## src/inc/acfg_defs.vh

```
`ifndef ACFG_DEFS_VH
`define ACFG_DEFS_VH
// Sample and frame widths
`define ACFG_SAMPLE_W 14
`define ACFG_PAIR_N 7
`define ACFG_FRAME_W 16
`define ACFG_ADDR_W 7
`define ACFG_ADDR_MSB 14
`define ACFG_ADDR_LSB 8
`define ACFG_RW_BIT 15
`define ACFG_DATA_W 8
`define ACFG_BIT_CNT_W 5
`define ACFG_BIT_LAST 5'h0f
`define ACFG_BIT_DATA0 5'h08
`define ACFG_REG_N 5
`define ACFG_REG_AW 3
// Register indices
`define ACFG_REG_RESET 3'h0
`define ACFG_REG_POWER 3'h1
`define ACFG_REG_TIMING 3'h2
`define ACFG_REG_OUTMODE 3'h3
`define ACFG_REG_DATAFMT 3'h4
// Field positions
`define ACFG_F_SOFT_RESET 7
`define ACFG_F_SLEEP 0
`define ACFG_F_DCS 0
`define ACFG_F_PHASE_LSB 1
`define ACFG_F_PHASE_MSB 2
`define ACFG_F_MODE_LSB 0
`define ACFG_F_MODE_MSB 1
`define ACFG_F_TERM 2
`define ACFG_F_ILVDS_LSB 4
`define ACFG_F_ILVDS_MSB 6
// Output modes
`define ACFG_MODE_CMOS 2'h0
`define ACFG_MODE_DDR_CMOS 2'h1
`define ACFG_MODE_DDR_LVDS 2'h2
// Reset values
`define ACFG_REG_RST 8'h00
// LVDS current code for the 3.5mA setting
`define ACFG_ILVDS_3P5 3'h0
`define ACFG_PHASE_0 2'h0
`endif

```

## src/verilog/acfg_top.v

```verilog
// How it works
// - Select low makes the four config pins a serial register port.
// - Select high makes chip select, clock and data static mode straps.
// - Data shifts in only while chip select is low for the transfer.
// - Serial data is sampled on each rising serial clock edge.
// - Readback drives open-drain low-active data, changing after falling clock edges.
// - Strapped mode: chip select low disables stabilizer, high enables it.
// - Strapped mode: clock pin low gives full-rate CMOS, high DDR LVDS 3.5mA.
// - Strapped mode: data pin low runs normally, high enters sleep.
// - A conversion starts on each rising edge of the positive encode input.
// - Full-rate CMOS puts fourteen sample bits out in parallel, bit 13 MSB.
// - Full-rate outputs change with the falling output clock edge unless delayed.
// - DDR outputs change on both output clock edges unless delayed.
// - DDR drives even bits while output clock low, odd bits while high.
// - DDR pairs bit 2k with 2k+1 on each of seven lines.
// - CMOS modes drive negative output clock as the positive one inverted.
// - Output clock phase can be delayed by a register setting.
// - Range flag is high for any sample that overflowed or underflowed.
// - LVDS current is selectable and internal termination optionally enabled.
`timescale 1ns/1ns
`include "acfg_defs.vh"
module acfg_top (
   // Clock and reset
   input wire sys_clk,
   input wire reset_n,
   // Configuration pins
   input wire programming_select,
   input wire cs_n,
   input wire sck,
   input wire sdi,
   input wire sdo_in,
   output reg sdo_out_q,
   output reg sdo_oe_q,
   // Encode and converter core
   input wire encode_pos,
   input wire encode_neg,
   input wire [`ACFG_SAMPLE_W-1:0] core_sample,
   input wire core_range,
   // Sample outputs
   output reg [`ACFG_SAMPLE_W-1:0] sample_bits_q,
   output reg [`ACFG_PAIR_N-1:0] ddr_pair_lines_q,
   output reg range_flag_q,
   output reg output_clock_pos_q,
   output reg output_clock_neg_q,
   // Settings seen by the analog side
   output reg [1:0] out_mode_q,
   output reg dcs_enable_q,
   output reg sleep_q,
   output reg [2:0] lvds_current_q,
   output reg lvds_term_q
);
   // Input synchronisers
   reg [1:0] sel_s_q, cs_s_q, sck_s_q, sdi_s_q, encp_s_q, encn_s_q;
   reg sck_d1_q, encp_d1_q;
   always @(posedge sys_clk or negedge reset_n) begin
      if (!reset_n) begin
         sel_s_q <= 2'h0;
         cs_s_q <= 2'h3;
         sck_s_q <= 2'h0;
         sdi_s_q <= 2'h0;
         encp_s_q <= 2'h0;
         encn_s_q <= 2'h3;
         sck_d1_q <= 1'b0;
         encp_d1_q <= 1'b0;
      end else begin
         sel_s_q <= {sel_s_q[0], programming_select};
         cs_s_q <= {cs_s_q[0], cs_n};
         sck_s_q <= {sck_s_q[0], sck};
         sdi_s_q <= {sdi_s_q[0], sdi};
         encp_s_q <= {encp_s_q[0], encode_pos};
         encn_s_q <= {encn_s_q[0], encode_neg};
         sck_d1_q <= sck_s_q[1];
         encp_d1_q <= encp_s_q[1];
      end
   end
   wire par_mode = sel_s_q[1];
   wire ser_mode = !sel_s_q[1];
   wire cs_low = ser_mode && !cs_s_q[1];
   wire sck_rise = sck_s_q[1] && !sck_d1_q;
   wire sck_fall = !sck_s_q[1] && sck_d1_q;
   // Encode level is taken from the positive input alone; the negative input is unused
   wire enc_level = encp_s_q[1];
   wire conv_start = enc_level && !encp_d1_q;
   wire unused_encn = encn_s_q[1];

   // Serial frame shifter
   reg [`ACFG_FRAME_W-1:0] shift_q;
   reg [`ACFG_BIT_CNT_W-1:0] bit_cnt_q;
   reg rd_frame_q;
   reg wr_en_q;
   reg [`ACFG_REG_AW-1:0] wr_addr_q;
   reg [`ACFG_DATA_W-1:0] wr_data_q;
   reg [`ACFG_DATA_W-1:0] rd_shift_q;
   reg load_rd_q;
   wire [`ACFG_FRAME_W-1:0] shift_next = {shift_q[`ACFG_FRAME_W-2:0], sdi_s_q[1]};
   always @(posedge sys_clk or negedge reset_n) begin
      if (!reset_n) begin
         shift_q <= {`ACFG_FRAME_W{1'b0}};
         bit_cnt_q <= {`ACFG_BIT_CNT_W{1'b0}};
         rd_frame_q <= 1'b0;
         wr_en_q <= 1'b0;
         wr_addr_q <= {`ACFG_REG_AW{1'b0}};
         wr_data_q <= {`ACFG_DATA_W{1'b0}};
         load_rd_q <= 1'b0;
      end else begin
         wr_en_q <= 1'b0;
         load_rd_q <= 1'b0;
         if (!cs_low) begin
            bit_cnt_q <= {`ACFG_BIT_CNT_W{1'b0}};
            rd_frame_q <= 1'b0;
         end else if (sck_rise && bit_cnt_q <= `ACFG_BIT_LAST) begin
            shift_q <= shift_next;
            bit_cnt_q <= bit_cnt_q + 5'h01;
            if (bit_cnt_q == 5'h00) begin
               rd_frame_q <= sdi_s_q[1];
            end
            if (bit_cnt_q == `ACFG_BIT_DATA0 - 5'h01) begin
               wr_addr_q <= shift_next[`ACFG_REG_AW-1:0];
               load_rd_q <= 1'b1;
            end
            if (bit_cnt_q == `ACFG_BIT_LAST && !shift_next[`ACFG_RW_BIT]) begin
               wr_en_q <= 1'b1;
               wr_data_q <= shift_next[`ACFG_DATA_W-1:0];
            end
         end
      end
   end
   wire unused_addr = shift_q[`ACFG_ADDR_MSB] | shift_q[`ACFG_ADDR_LSB+`ACFG_REG_AW];

   // Register file
   wire [`ACFG_DATA_W-1:0] rd_data;
   wire [`ACFG_REG_N*`ACFG_DATA_W-1:0] regs_flat;
   wire soft_reset = wr_en_q && wr_addr_q == `ACFG_REG_RESET && wr_data_q[`ACFG_F_SOFT_RESET];
   acfg_regfile u_regs (
      .sys_clk(sys_clk),
      .reset_n(reset_n),
      .wr_en(wr_en_q && !soft_reset),
      .wr_addr(wr_addr_q),
      .wr_data(wr_data_q),
      .clear_all(soft_reset || par_mode),
      .rd_addr(wr_addr_q),
      .rd_data_q(rd_data),
      .regs_flat(regs_flat)
   );
   wire [`ACFG_DATA_W-1:0] reg_power = regs_flat[`ACFG_REG_POWER*`ACFG_DATA_W +: `ACFG_DATA_W];
   wire [`ACFG_DATA_W-1:0] reg_timing = regs_flat[`ACFG_REG_TIMING*`ACFG_DATA_W +: `ACFG_DATA_W];
   wire [`ACFG_DATA_W-1:0] reg_outmode = regs_flat[`ACFG_REG_OUTMODE*`ACFG_DATA_W +: `ACFG_DATA_W];

   // Readback: open-drain, low drives zero, changes after falling edges
   reg rd_armed_q;
   always @(posedge sys_clk or negedge reset_n) begin
      if (!reset_n) begin
         rd_shift_q <= {`ACFG_DATA_W{1'b0}};
         rd_armed_q <= 1'b0;
         sdo_out_q <= 1'b0;
         sdo_oe_q <= 1'b0;
      end else if (!cs_low || !rd_frame_q) begin
         rd_armed_q <= 1'b0;
         sdo_out_q <= 1'b0;
         sdo_oe_q <= 1'b0;
      end else begin
         // Wait one cycle after the address lands so the registered read data is fresh
         if (bit_cnt_q == `ACFG_BIT_DATA0 && !rd_armed_q && !load_rd_q) begin
            rd_shift_q <= rd_data;
            rd_armed_q <= 1'b1;
         end else if (sck_fall && rd_armed_q) begin
            sdo_out_q <= 1'b0;
            sdo_oe_q <= !rd_shift_q[`ACFG_DATA_W-1];
            rd_shift_q <= {rd_shift_q[`ACFG_DATA_W-2:0], 1'b1};
         end
      end
   end
   wire unused_sdo = sdo_in | load_rd_q | unused_addr | unused_encn;

   // Effective settings
   reg [1:0] mode_d;
   reg dcs_d, sleep_d, term_d;
   reg [2:0] cur_d;
   reg [1:0] phase_d;
   always @* begin
      if (par_mode) begin
         dcs_d = cs_s_q[1];
         mode_d = sck_s_q[1] ? `ACFG_MODE_DDR_LVDS : `ACFG_MODE_CMOS;
         cur_d = `ACFG_ILVDS_3P5;
         sleep_d = sdi_s_q[1];
         term_d = 1'b0;
         phase_d = `ACFG_PHASE_0;
      end else begin
         dcs_d = reg_timing[`ACFG_F_DCS];
         mode_d = reg_outmode[`ACFG_F_MODE_MSB:`ACFG_F_MODE_LSB];
         cur_d = reg_outmode[`ACFG_F_ILVDS_MSB:`ACFG_F_ILVDS_LSB];
         sleep_d = reg_power[`ACFG_F_SLEEP];
         term_d = reg_outmode[`ACFG_F_TERM];
         phase_d = reg_timing[`ACFG_F_PHASE_MSB:`ACFG_F_PHASE_LSB];
      end
   end
   reg [1:0] phase_q;
   always @(posedge sys_clk or negedge reset_n) begin
      if (!reset_n) begin
         out_mode_q <= `ACFG_MODE_CMOS;
         dcs_enable_q <= 1'b0;
         sleep_q <= 1'b0;
         lvds_current_q <= `ACFG_ILVDS_3P5;
         lvds_term_q <= 1'b0;
         phase_q <= `ACFG_PHASE_0;
      end else begin
         out_mode_q <= (mode_d == `ACFG_MODE_DDR_LVDS) ? mode_d :
            (mode_d == `ACFG_MODE_DDR_CMOS) ? mode_d : `ACFG_MODE_CMOS;
         dcs_enable_q <= dcs_d;
         sleep_q <= sleep_d;
         lvds_current_q <= cur_d;
         lvds_term_q <= term_d;
         phase_q <= phase_d;
      end
   end

   // Sample capture and output formatting
   reg [`ACFG_SAMPLE_W-1:0] held_q;
   reg held_rng_q;
   reg [1:0] ph_hist_q;
   wire enc_fall = !enc_level && encp_d1_q;
   wire is_ddr = out_mode_q != `ACFG_MODE_CMOS;
   wire [`ACFG_PAIR_N-1:0] even_bits, odd_bits;
   genvar gk;
   generate
      for (gk = 0; gk < `ACFG_PAIR_N; gk = gk + 1) begin : g_pair
         assign even_bits[gk] = held_q[2*gk];
         assign odd_bits[gk] = held_q[2*gk+1];
      end
   endgenerate
   // Delayed clock: phase code selects a 0..3 cycle lag of the encode level
   reg [2:0] enc_hist_q;
   wire clk_src = (phase_q == `ACFG_PHASE_0) ? enc_level : enc_hist_q[phase_q - 2'h1];
   always @(posedge sys_clk or negedge reset_n) begin
      if (!reset_n) begin
         held_q <= {`ACFG_SAMPLE_W{1'b0}};
         held_rng_q <= 1'b0;
         sample_bits_q <= {`ACFG_SAMPLE_W{1'b0}};
         ddr_pair_lines_q <= {`ACFG_PAIR_N{1'b0}};
         range_flag_q <= 1'b0;
         output_clock_pos_q <= 1'b0;
         output_clock_neg_q <= 1'b1;
         enc_hist_q <= 3'h0;
         ph_hist_q <= 2'h0;
      end else begin
         enc_hist_q <= {enc_hist_q[1:0], enc_level};
         ph_hist_q <= phase_q;
         if (sleep_q) begin
            output_clock_pos_q <= 1'b0;
            output_clock_neg_q <= 1'b1;
         end else begin
            output_clock_pos_q <= clk_src;
            output_clock_neg_q <= !clk_src;
            if (conv_start) begin
               held_q <= core_sample;
               held_rng_q <= core_range;
            end
            if (!is_ddr && enc_fall) begin
               sample_bits_q <= held_q;
               range_flag_q <= held_rng_q;
            end
            if (is_ddr && enc_fall) begin
               ddr_pair_lines_q <= even_bits;
               range_flag_q <= held_rng_q;
            end
            if (is_ddr && conv_start) begin
               ddr_pair_lines_q <= odd_bits;
            end
         end
      end
   end
   wire unused_misc = unused_sdo | ph_hist_q[0];
endmodule // acfg_top

```

## src/verilog/acfg_regfile.v

```verilog
`timescale 1ns/1ns
`include "acfg_defs.vh"
module acfg_regfile (
   // Clock and reset
   input wire sys_clk,
   input wire reset_n,
   // Write port
   input wire wr_en,
   input wire [`ACFG_REG_AW-1:0] wr_addr,
   input wire [`ACFG_DATA_W-1:0] wr_data,
   input wire clear_all,
   // Read port, registered
   input wire [`ACFG_REG_AW-1:0] rd_addr,
   output reg [`ACFG_DATA_W-1:0] rd_data_q,
   // Flat view of all registers
   output wire [`ACFG_REG_N*`ACFG_DATA_W-1:0] regs_flat
);
   reg [`ACFG_DATA_W-1:0] mem_q [0:`ACFG_REG_N-1];
   genvar gi;
   generate
      for (gi = 0; gi < `ACFG_REG_N; gi = gi + 1) begin : g_reg
         always @(posedge sys_clk or negedge reset_n) begin
            if (!reset_n) begin
               mem_q[gi] <= `ACFG_REG_RST;
            end else if (clear_all) begin
               mem_q[gi] <= `ACFG_REG_RST;
            end else if (wr_en && wr_addr == gi) begin
               mem_q[gi] <= wr_data;
            end
         end
         assign regs_flat[gi*`ACFG_DATA_W +: `ACFG_DATA_W] = mem_q[gi];
      end
   endgenerate
   always @(posedge sys_clk or negedge reset_n) begin
      if (!reset_n) begin
         rd_data_q <= `ACFG_REG_RST;
      end else if (rd_addr < `ACFG_REG_N) begin
         rd_data_q <= mem_q[rd_addr];
      end else begin
         rd_data_q <= `ACFG_REG_RST;
      end
   end
endmodule // acfg_regfile

```

## config.mk

```make
export PLATFORM = sky130hd
export DESIGN_NAME = acfg_top
export DESIGN_NICKNAME = d
export VERILOG_FILES = /design/src/verilog/acfg_top.v /design/src/verilog/acfg_regfile.v
export VERILOG_INCLUDE_DIRS = /design/src /design/src/inc
export SDC_FILE = /design/constraint.sdc
export NUM_CORES = 1
export LEC_CHECK = 0
export BUFFER_PORTS_ARGS = -buffer_cell sky130_fd_sc_hd__buf_2
export CAP_MARGIN = 10
export CORE_AREA = 2 2 107 109
export DETAILED_ROUTE_END_ITERATION = 12
export DIE_AREA = 0 0 109 111
export PLACE_DENSITY = 0.75
export SLEW_MARGIN = 20
export SYNTH_ARGS = -nofsm -noshare
export SYNTH_HDL_FRONTEND = slang
export SYNTH_SLANG_ARGS = --single-unit
```

## constraint.sdc

```tcl
create_clock -name sys_clk -period 3.4 [get_ports sys_clk]
set_clock_uncertainty 0.2 [all_clocks]
set_input_delay 0.17 -clock sys_clk [delete_from_list [all_inputs] [get_ports sys_clk]]
set_output_delay 0.17 -clock sys_clk [all_outputs]
set_load 0.005 [all_outputs]
```

==> results.sh, run 1 <==
export IMPL_synth_avg_cell_area_um2=12.6
export IMPL_finalCritPeriodShare=0.728
export IMPL_coreArea_mm2=0.0111
export IMPL_wl_mm=11.9
export IMPL_gp_congestion=0.815
export IMPL_syn_area_mm2=0.00629
export IMPL_maxCapViolations=0
export IMPL_drc=0
export IMPL_synth_adder_area_share=0.00795
export IMPL_fp_dieW_um=109
export IMPL_drt_iter0_drc=208
export IMPL_rsz0062_at_grt="false"
export IMPL_post_cts_buffers=0
export IMPL_ys_ff_latch=155
export IMPL_die_y_um=111
export IMPL_cts_sinks=155
export IMPL_power_density_mw_per_mm2=573
export IMPL_finalMaxSlewViolations=0
export IMPL_clk_pin_slew_ns=0.06
export IMPL_cts_tree="built"
export IMPL_ys_dominant_reg_cell="dfrtp_1"
export IMPL_hold_class="in -> async"
export IMPL_final_area_mm2=0.00747
export IMPL_worstMarginPinSlew_ns=0.771
export IMPL_synth_compound_area_frac=0.0692
export IMPL_outcome="finished clean"
export IMPL_clk_path_buf_depth=2
export IMPL_dr_total_vias=3970
export IMPL_dp_cells=680
export IMPL_period_minus_slack_ns=2.47
export IMPL_async_flop_share=1.00
export IMPL_yosys_area_share_simple=0.0980
export IMPL_instances_no_fill=733
export IMPL_ys_seq_area_frac=0.617
export IMPL_fillCellCount=806
export IMPL_syn_inst=499
export IMPL_clock_latency_ns=0.41
export IMPL_cts_made_buffers=17
export IMPL_irDropWorstVdd_mv=0.322
export IMPL_synth_xor_area_share=0.00278
export IMPL_first_pass_iters=4
export IMPL_fmax_ghz=0.404
export IMPL_antenna_found_initial=0
export IMPL_muxShareOfSynthArea=0.174
export IMPL_worst_setup_path_end_kind="register"
export IMPL_die_area_mm2=0.0121
export IMPL_critPathRequiredTime_ns=3.47
export IMPL_gr_total_overflow=0
export IMPL_numPortBuffers=54
export IMPL_final_setup_tns_ns=0
export IMPL_htreeDepth=4
export IMPL_grt_pass1_vias=3979
export IMPL_cts_hold_buffers=21
export IMPL_ctsResizeCount=0
export IMPL_layout_drive_gt1_share=0.275
export IMPL_p_leak_nw=3.52
export IMPL_antenna_cells=0
export IMPL_grt_pass1_wl_mm=19.9
export IMPL_ys_warn_count=0
export IMPL_avgViaCountPerCell=5.42
export IMPL_setup_worst_path_class="reg -> reg"
export IMPL_arrival_ns=2.55
export IMPL_dp_hpwl_mm=7.67
export IMPL_std_cell_rows=39
export IMPL_setup_violations=0
export IMPL_grt_usage=0.216
export IMPL_ys_types=43
export IMPL_slew_headroom=0.484
export IMPL_start_kind="register"
export IMPL_pin_count=58
export IMPL_synth_top_family_by_area="multiplexers"
export IMPL_dpl_cell_area_mm2=0.00668
export IMPL_synth_nets=527
export IMPL_ant_nets=0
export IMPL_finalHoldViolCount=0
export IMPL_wl_per_cell_um=16.3
export IMPL_synth_edf_count=0
export IMPL_start_util=0.568
export IMPL_area_growth_syn_to_layout_pct=18.7
export IMPL_clockRootBuffer="clkbuf_16"
export IMPL_critical_path_max_fanout=18
export IMPL_grt_start_max_net_pins=93
export IMPL_final_nets=605
layout make-up:
type / instances / area, um^2 / share of cell area
Timing Repair Buffer: 81 / 544 / 0.0729
Clock inverter: 10 / 115 / 0.0154
Sequential cell: 155 / 3880 / 0.520
Inverter: 18 / 67.6 / 0.00905
Multi-Input combinational cell: 304 / 2220 / 0.297
Clock buffer: 22 / 464 / 0.0621
Tap cell: 143 / 179 / 0.0240
registers in the layout, indices dropped and copies added (netlist names), 2 cells and up:
| signal | cells |
|---|---|
| out_mode_q | 2 |
| sck_s_q | 2 |
| wr_data_q | 8 |
| cs_s_q | 2 |
| rd_shift_q | 8 |
| sample_bits_q | 14 |
| phase_q | 2 |
| wr_addr_q | 3 |
| sdi_s_q | 2 |
| ddr_pair_lines_q | 7 |
| u_regs.regs_flat | 40 |
| bit_cnt_q | 5 |
| held_q | 14 |
| enc_hist_q | 3 |
| shift_q | 15 |
| u_regs.rd_data_q | 8 |
| lvds_current_q | 3 |
| encp_s_q | 2 |
| sel_s_q | 2 |
critical path: stages, from the launching register on:
cell and delay (ns):
dfrtp_1 0.61, nor4b_1 0.63, a21o_1 0.47, buf_4 0.32
o22ai_1 0.10
worst paths after layout:
check	depth (start not counted)	to	slack (ns)	from
max	4	u_regs.regs_flat[23]	0.93	wr_addr_q[1]
min	2	sample_bits_q[12]	0.10	reset_n
max reg2reg	4	u_regs.regs_flat[23]	0.93	wr_addr_q[1]
min reg2reg	0	encp_s_q[1]	0.14	encp_s_q[0]
max in group asynchronous	3	cs_s_q[1]	2.03	reset_n
min in group sys_clk	0	encp_s_q[1]	0.14	encp_s_q[0]
cell usage in the layout (no fill, tap or decap), drive strengths merged, types with 2 or more instances in the layout:
master	synthesis	final
and2	3	3
nand2	60	60
dfstp	3	3
clkinvlp	0	3
or3	2	2
and3	2	2
buf	14	60
nor4b	2	2
o22ai	9	9
nor2b	8	8
a21oi	30	30
mux2	58	58
inv	18	20
clkinv	0	3
xnor2	2	2
nand3	6	6
nand3b	4	4
dfrtp	152	152
mux2i	23	23
a2bb2oi	7	7
ha	4	4
nor2	34	34
dlygate4sd3	0	21
o21ai	22	22
bufinv	0	2
nand4	3	3
nor3b	4	4
nand2b	4	4
mux4	8	8
clkbuf	8	22
synthesized netlist by cell type (2+ instances only):
| cell | instances | area (um^2) |
|---|---|---|
| nand4_1 | 3 | 18.8 |
| nor2_1 | 33 | 124 |
| inv_1 | 18 | 67.6 |
| dfrtp_1 | 152 | 3800 |
| dfstp_2 | 3 | 78.8 |
| mux2_4 | 8 | 120 |
| a21oi_1 | 29 | 145 |
| and3_1 | 2 | 12.5 |
| buf_6 | 4 | 45.0 |
| mux4_2 | 8 | 180 |
| o21ai_0 | 22 | 110 |
| nand3b_1 | 4 | 30.0 |
| o22ai_1 | 9 | 56.3 |
| nor4b_1 | 2 | 17.5 |
| xnor2_1 | 2 | 17.5 |
| clkbuf_1 | 8 | 30.0 |
| a2bb2oi_1 | 7 | 61.3 |
| nor3b_1 | 3 | 22.5 |
| mux2_2 | 50 | 563 |
| ha_1 | 4 | 50.1 |
| or3_1 | 2 | 12.5 |
| mux2i_1 | 23 | 230 |
| and2_1 | 2 | 12.5 |
| buf_2 | 8 | 40.0 |
| nand3_1 | 6 | 30.0 |
| nand2_1 | 60 | 225 |
| nand2b_1 | 4 | 25.0 |
| nor2b_1 | 8 | 50.1 |
where the power goes:
part	switching (mW)	total, mW	internal [mW]
registers	0.0968	2.09	2.00
clock network	0.711	1.83	1.12
logic	0.160	0.361	0.200
through the flow:
stage | hold slack (ns) | power (mW) | utilization | setup WS [ns]
floorplan | -0.326 | 2.28 | - | 1.26
global placement | -0.00881 | 2.45 | 0.603 | 0.989
detailed placement | -0.0119 | 2.47 | 0.603 | 0.920
CTS | 0.125 | 4.32 | 0.674 | 0.914
global route | 0.158 | 4.46 | 0.674 | 0.759
finish | 0.102 | 4.28 | 0.674 | 0.926
routing by layer:
metal  GRT usage  vias up  wire length, um
met4      0.0692        0              181
met3      0.0517       18              477
met1       0.299     1994             5340
met2       0.339       78             5950
li1            -     1880                -
met5           0        -                0
cell families (layout without fill, tap and decap cells):
group | count (synthesis) | in the layout
muxes | 89 | 89
and+or+nand+nor | 134 | 134
xor gates and xnor gates | 2 | 2
buffers and inverters | 40 | 131
DFF | 155 | 155
AOI/OAI and AO/OA | 74 | 74
adders and majority gates | 4 | 4
other | 1 | 1
Note: power is estimated with default switching activity, not from simulation.
==> run 2: changes to the inputs <==
--- a/config.mk
+++ b/config.mk
@@ -8,10 +8,10 @@
 export LEC_CHECK = 0
 export BUFFER_PORTS_ARGS = -buffer_cell sky130_fd_sc_hd__buf_2
 export CAP_MARGIN = 10
-export CORE_AREA = 2 2 107 109
+export CORE_AREA = 2 2 112 114
 export DETAILED_ROUTE_END_ITERATION = 12
-export DIE_AREA = 0 0 109 111
-export PLACE_DENSITY = 0.75
+export DIE_AREA = 0 0 114 116
+export PLACE_DENSITY = 0.72
 export SLEW_MARGIN = 20
 export SYNTH_ARGS = -nofsm -noshare
 export SYNTH_HDL_FRONTEND = slang
==> constraint.sdc (replaced) <==
create_clock -name sys_clk -period 2.2 [get_ports sys_clk]
set_clock_uncertainty 0.2 [all_clocks]
set_input_delay 0.11 -clock sys_clk [delete_from_list [all_inputs] [get_ports sys_clk]]
set_output_delay 0.11 -clock sys_clk [all_outputs]
set_load 0.005 [all_outputs]
==> run 2 against run 1 <==
Non-clock buffer count up 24. Worst setup slack got worse by 0.85 ns. Critical endpoint is now wr_data_q[6]. Highest routed layer unchanged. Sequential share of layout area is 2.0 points lower. Maximum frequency is 16% higher. Critical path depth grew 3. Hold slack got worse by 0.062 ns.
==> results.sh, run 2 (synthesis gave the netlist of run 1 again) <==
export IMPL_outcome="finished clean"
export IMPL_die_area_mm2=0.0132
export IMPL_maxCapViolations=0
export IMPL_drt_iter0_drc=343
export IMPL_grt_pass1_vias=4157
export IMPL_critical_path_max_fanout=9
export IMPL_fmax_ghz=0.470
export IMPL_setup_worst_path_class="reg -> reg"
export IMPL_total_power_mw=6.90
export IMPL_dr_total_vias=4074
export IMPL_finalMaxSlewViolations=0
export IMPL_avgViaCountPerCell=5.35
export IMPL_worstMarginPinSlew_ns=0.826
export IMPL_critPathRequiredTime_ns=2.30
export IMPL_arrival_ns=2.23
export IMPL_dpl_cell_area_mm2=0.00689
export IMPL_cts_tree="built"
export IMPL_start_util=0.528
export IMPL_largest_register_ff_count=40
export IMPL_mostFrequentLayoutCell="dfrtp_1"
export IMPL_dp_hpwl_mm=8.46
export IMPL_period_minus_slack_ns=2.13
export IMPL_start_kind="register"
export IMPL_grt_pass1_wl_mm=21.1
export IMPL_hold_class="in -> async"
export IMPL_final_cell_mix="152 x dfrtp_1, 60 x nand2_1, 53 x buf_2"
export IMPL_grt_usage=0.212
export IMPL_coreArea_mm2=0.0119
export IMPL_fp_dieW_um=114
export IMPL_irDropWorstVdd_mv=0.903
export IMPL_crit_chain="ha_1 > and3_4 > ha_4 > nand3b_1 > or3_1 > buf_6 > mux2_4"
export IMPL_clk_path_buf_depth=2
export IMPL_numPortBuffers=54
export IMPL_clock_latency_ns=0.42
export IMPL_wl_mm=12.8
export IMPL_layout_drive_gt1_share=0.314
export IMPL_worst_setup_path_end_kind="register"
export IMPL_slowest_stage="dfrtp_1"
export IMPL_area_growth_syn_to_layout_pct=23.5
export IMPL_finalCritPeriodShare=0.967
export IMPL_dp_slack_ns=0.0145
export IMPL_die_y_um=116
export IMPL_wl_per_cell_um=16.9
export IMPL_fin_ws_ns=0.0727
export IMPL_finalHoldViolCount=0
export IMPL_ant_nets=0
export IMPL_first_pass_iters=4
export IMPL_fillCellCount=857
export IMPL_setup_violations=0
export IMPL_cts_sinks=155
export IMPL_htreeDepth=4
export IMPL_pin_count=58
export IMPL_final_area_mm2=0.00777
export IMPL_cts_made_buffers=17
export IMPL_clockRootBuffer="clkbuf_16"
export IMPL_clk_pin_slew_ns=0.06
export IMPL_drc=0
export IMPL_antenna_found_initial=0
export IMPL_slew_headroom=0.450
export IMPL_cpPeakStageDelay_ns=0.35
export IMPL_antenna_cells=0
export IMPL_std_cell_rows=40
export IMPL_gp_congestion=0.910
export IMPL_p_leak_nw=3.68
export IMPL_final_nets=629
export IMPL_grt_start_max_net_pins=64
export IMPL_finalCoreUtilization=0.653
export IMPL_gr_total_overflow=0
export IMPL_power_density_mw_per_mm2=888
## run 2: cell types whose count changed in the layout (fill, tap and decap cells not counted), sizes merged
cell,previous run,this run
inv,20,18
clkinvlp,3,2
clkinv,3,6
bufinv,2,4
buf,60,84
clkbuf,22,20
## run 2: area by class of cell
cell class | instances | area [um^2] | share of cell area
multi-input cells | 304 | 2250 | 0.290
clock inverters | 12 | 169 | 0.0217
well taps | 147 | 184 | 0.0237
inverters | 18 | 67.6 | 0.00869
clock buffers | 20 | 467 | 0.0600
repair buffers | 105 | 753 | 0.0969
flip-flops and latches | 155 | 3880 | 0.499
## run 2: per-stage QoR
stage / hold WS (ns) / instances / TNS (ns)
3_3_place_gp: -0.0791 / 708 / 0
6_report: 0.0400 / 761 / 0
2_1_floorplan: -0.386 / 499 / 0
3_5_place_dp: -0.0687 / 708 / 0
4_1_cts: 0.0513 / 761 / 0
5_1_grt: 0.0788 / 761 / -0.0258
## run 2: path summary, 6_finish.rpt
kind	endpoint	slack (ns)	startpoint	cells past startpoint
max	wr_data_q[6]	0.07	bit_cnt_q[1]	7
min	held_q[9]	0.04	reset_n	2
max reg2reg	wr_data_q[6]	0.07	bit_cnt_q[1]	7
min reg2reg	sel_s_q[1]	0.15	sel_s_q[0]	0
max in group asynchronous	u_regs.regs_flat[30]	1.07	reset_n	3
min in group sys_clk	encp_s_q[0]	0.13	encode_pos	2
## run 2: timing repair
item | 4_1_cts | 5_1_grt
endpoints found under the hold margin | 174 | 0
hold buffers | 21 | 0
gates resized for setup | 1 | 6
setup endpoints to repair | 3 | 17
setup buffers | 0 | 0
pin swaps | 0 | 0
## run 2: worst max-delay path, delay by kind of cell (launching register included)
family                   cells  cell delay [ns]
multiplexers                 1             0.30
adder cells (fa/ha/maj)      2             0.33
AND/OR/NAND/NOR              3             0.66
flip-flops                   1             0.35
buffers and inverters        1             0.16
## run 2: metal layers
metal | share of wire | GRT usage | up-vias | wire (um)
met5 | 0 | 0 | - | 0
met2 | 0.49 | 0.345 | 120 | 6350
met1 | 0.43 | 0.273 | 2005 | 5550
met3 | 0.050 | 0.0581 | 27 | 639
li1 | - | - | 1922 | -
met4 | 0.023 | 0.0894 | 0 | 299
## run 2: power by group
part           internal, mW  switching [mW]  total [mW]
Sequential             3.08           0.148        3.23
Clock                  1.98            1.10        3.08
Combinational         0.325           0.265       0.590
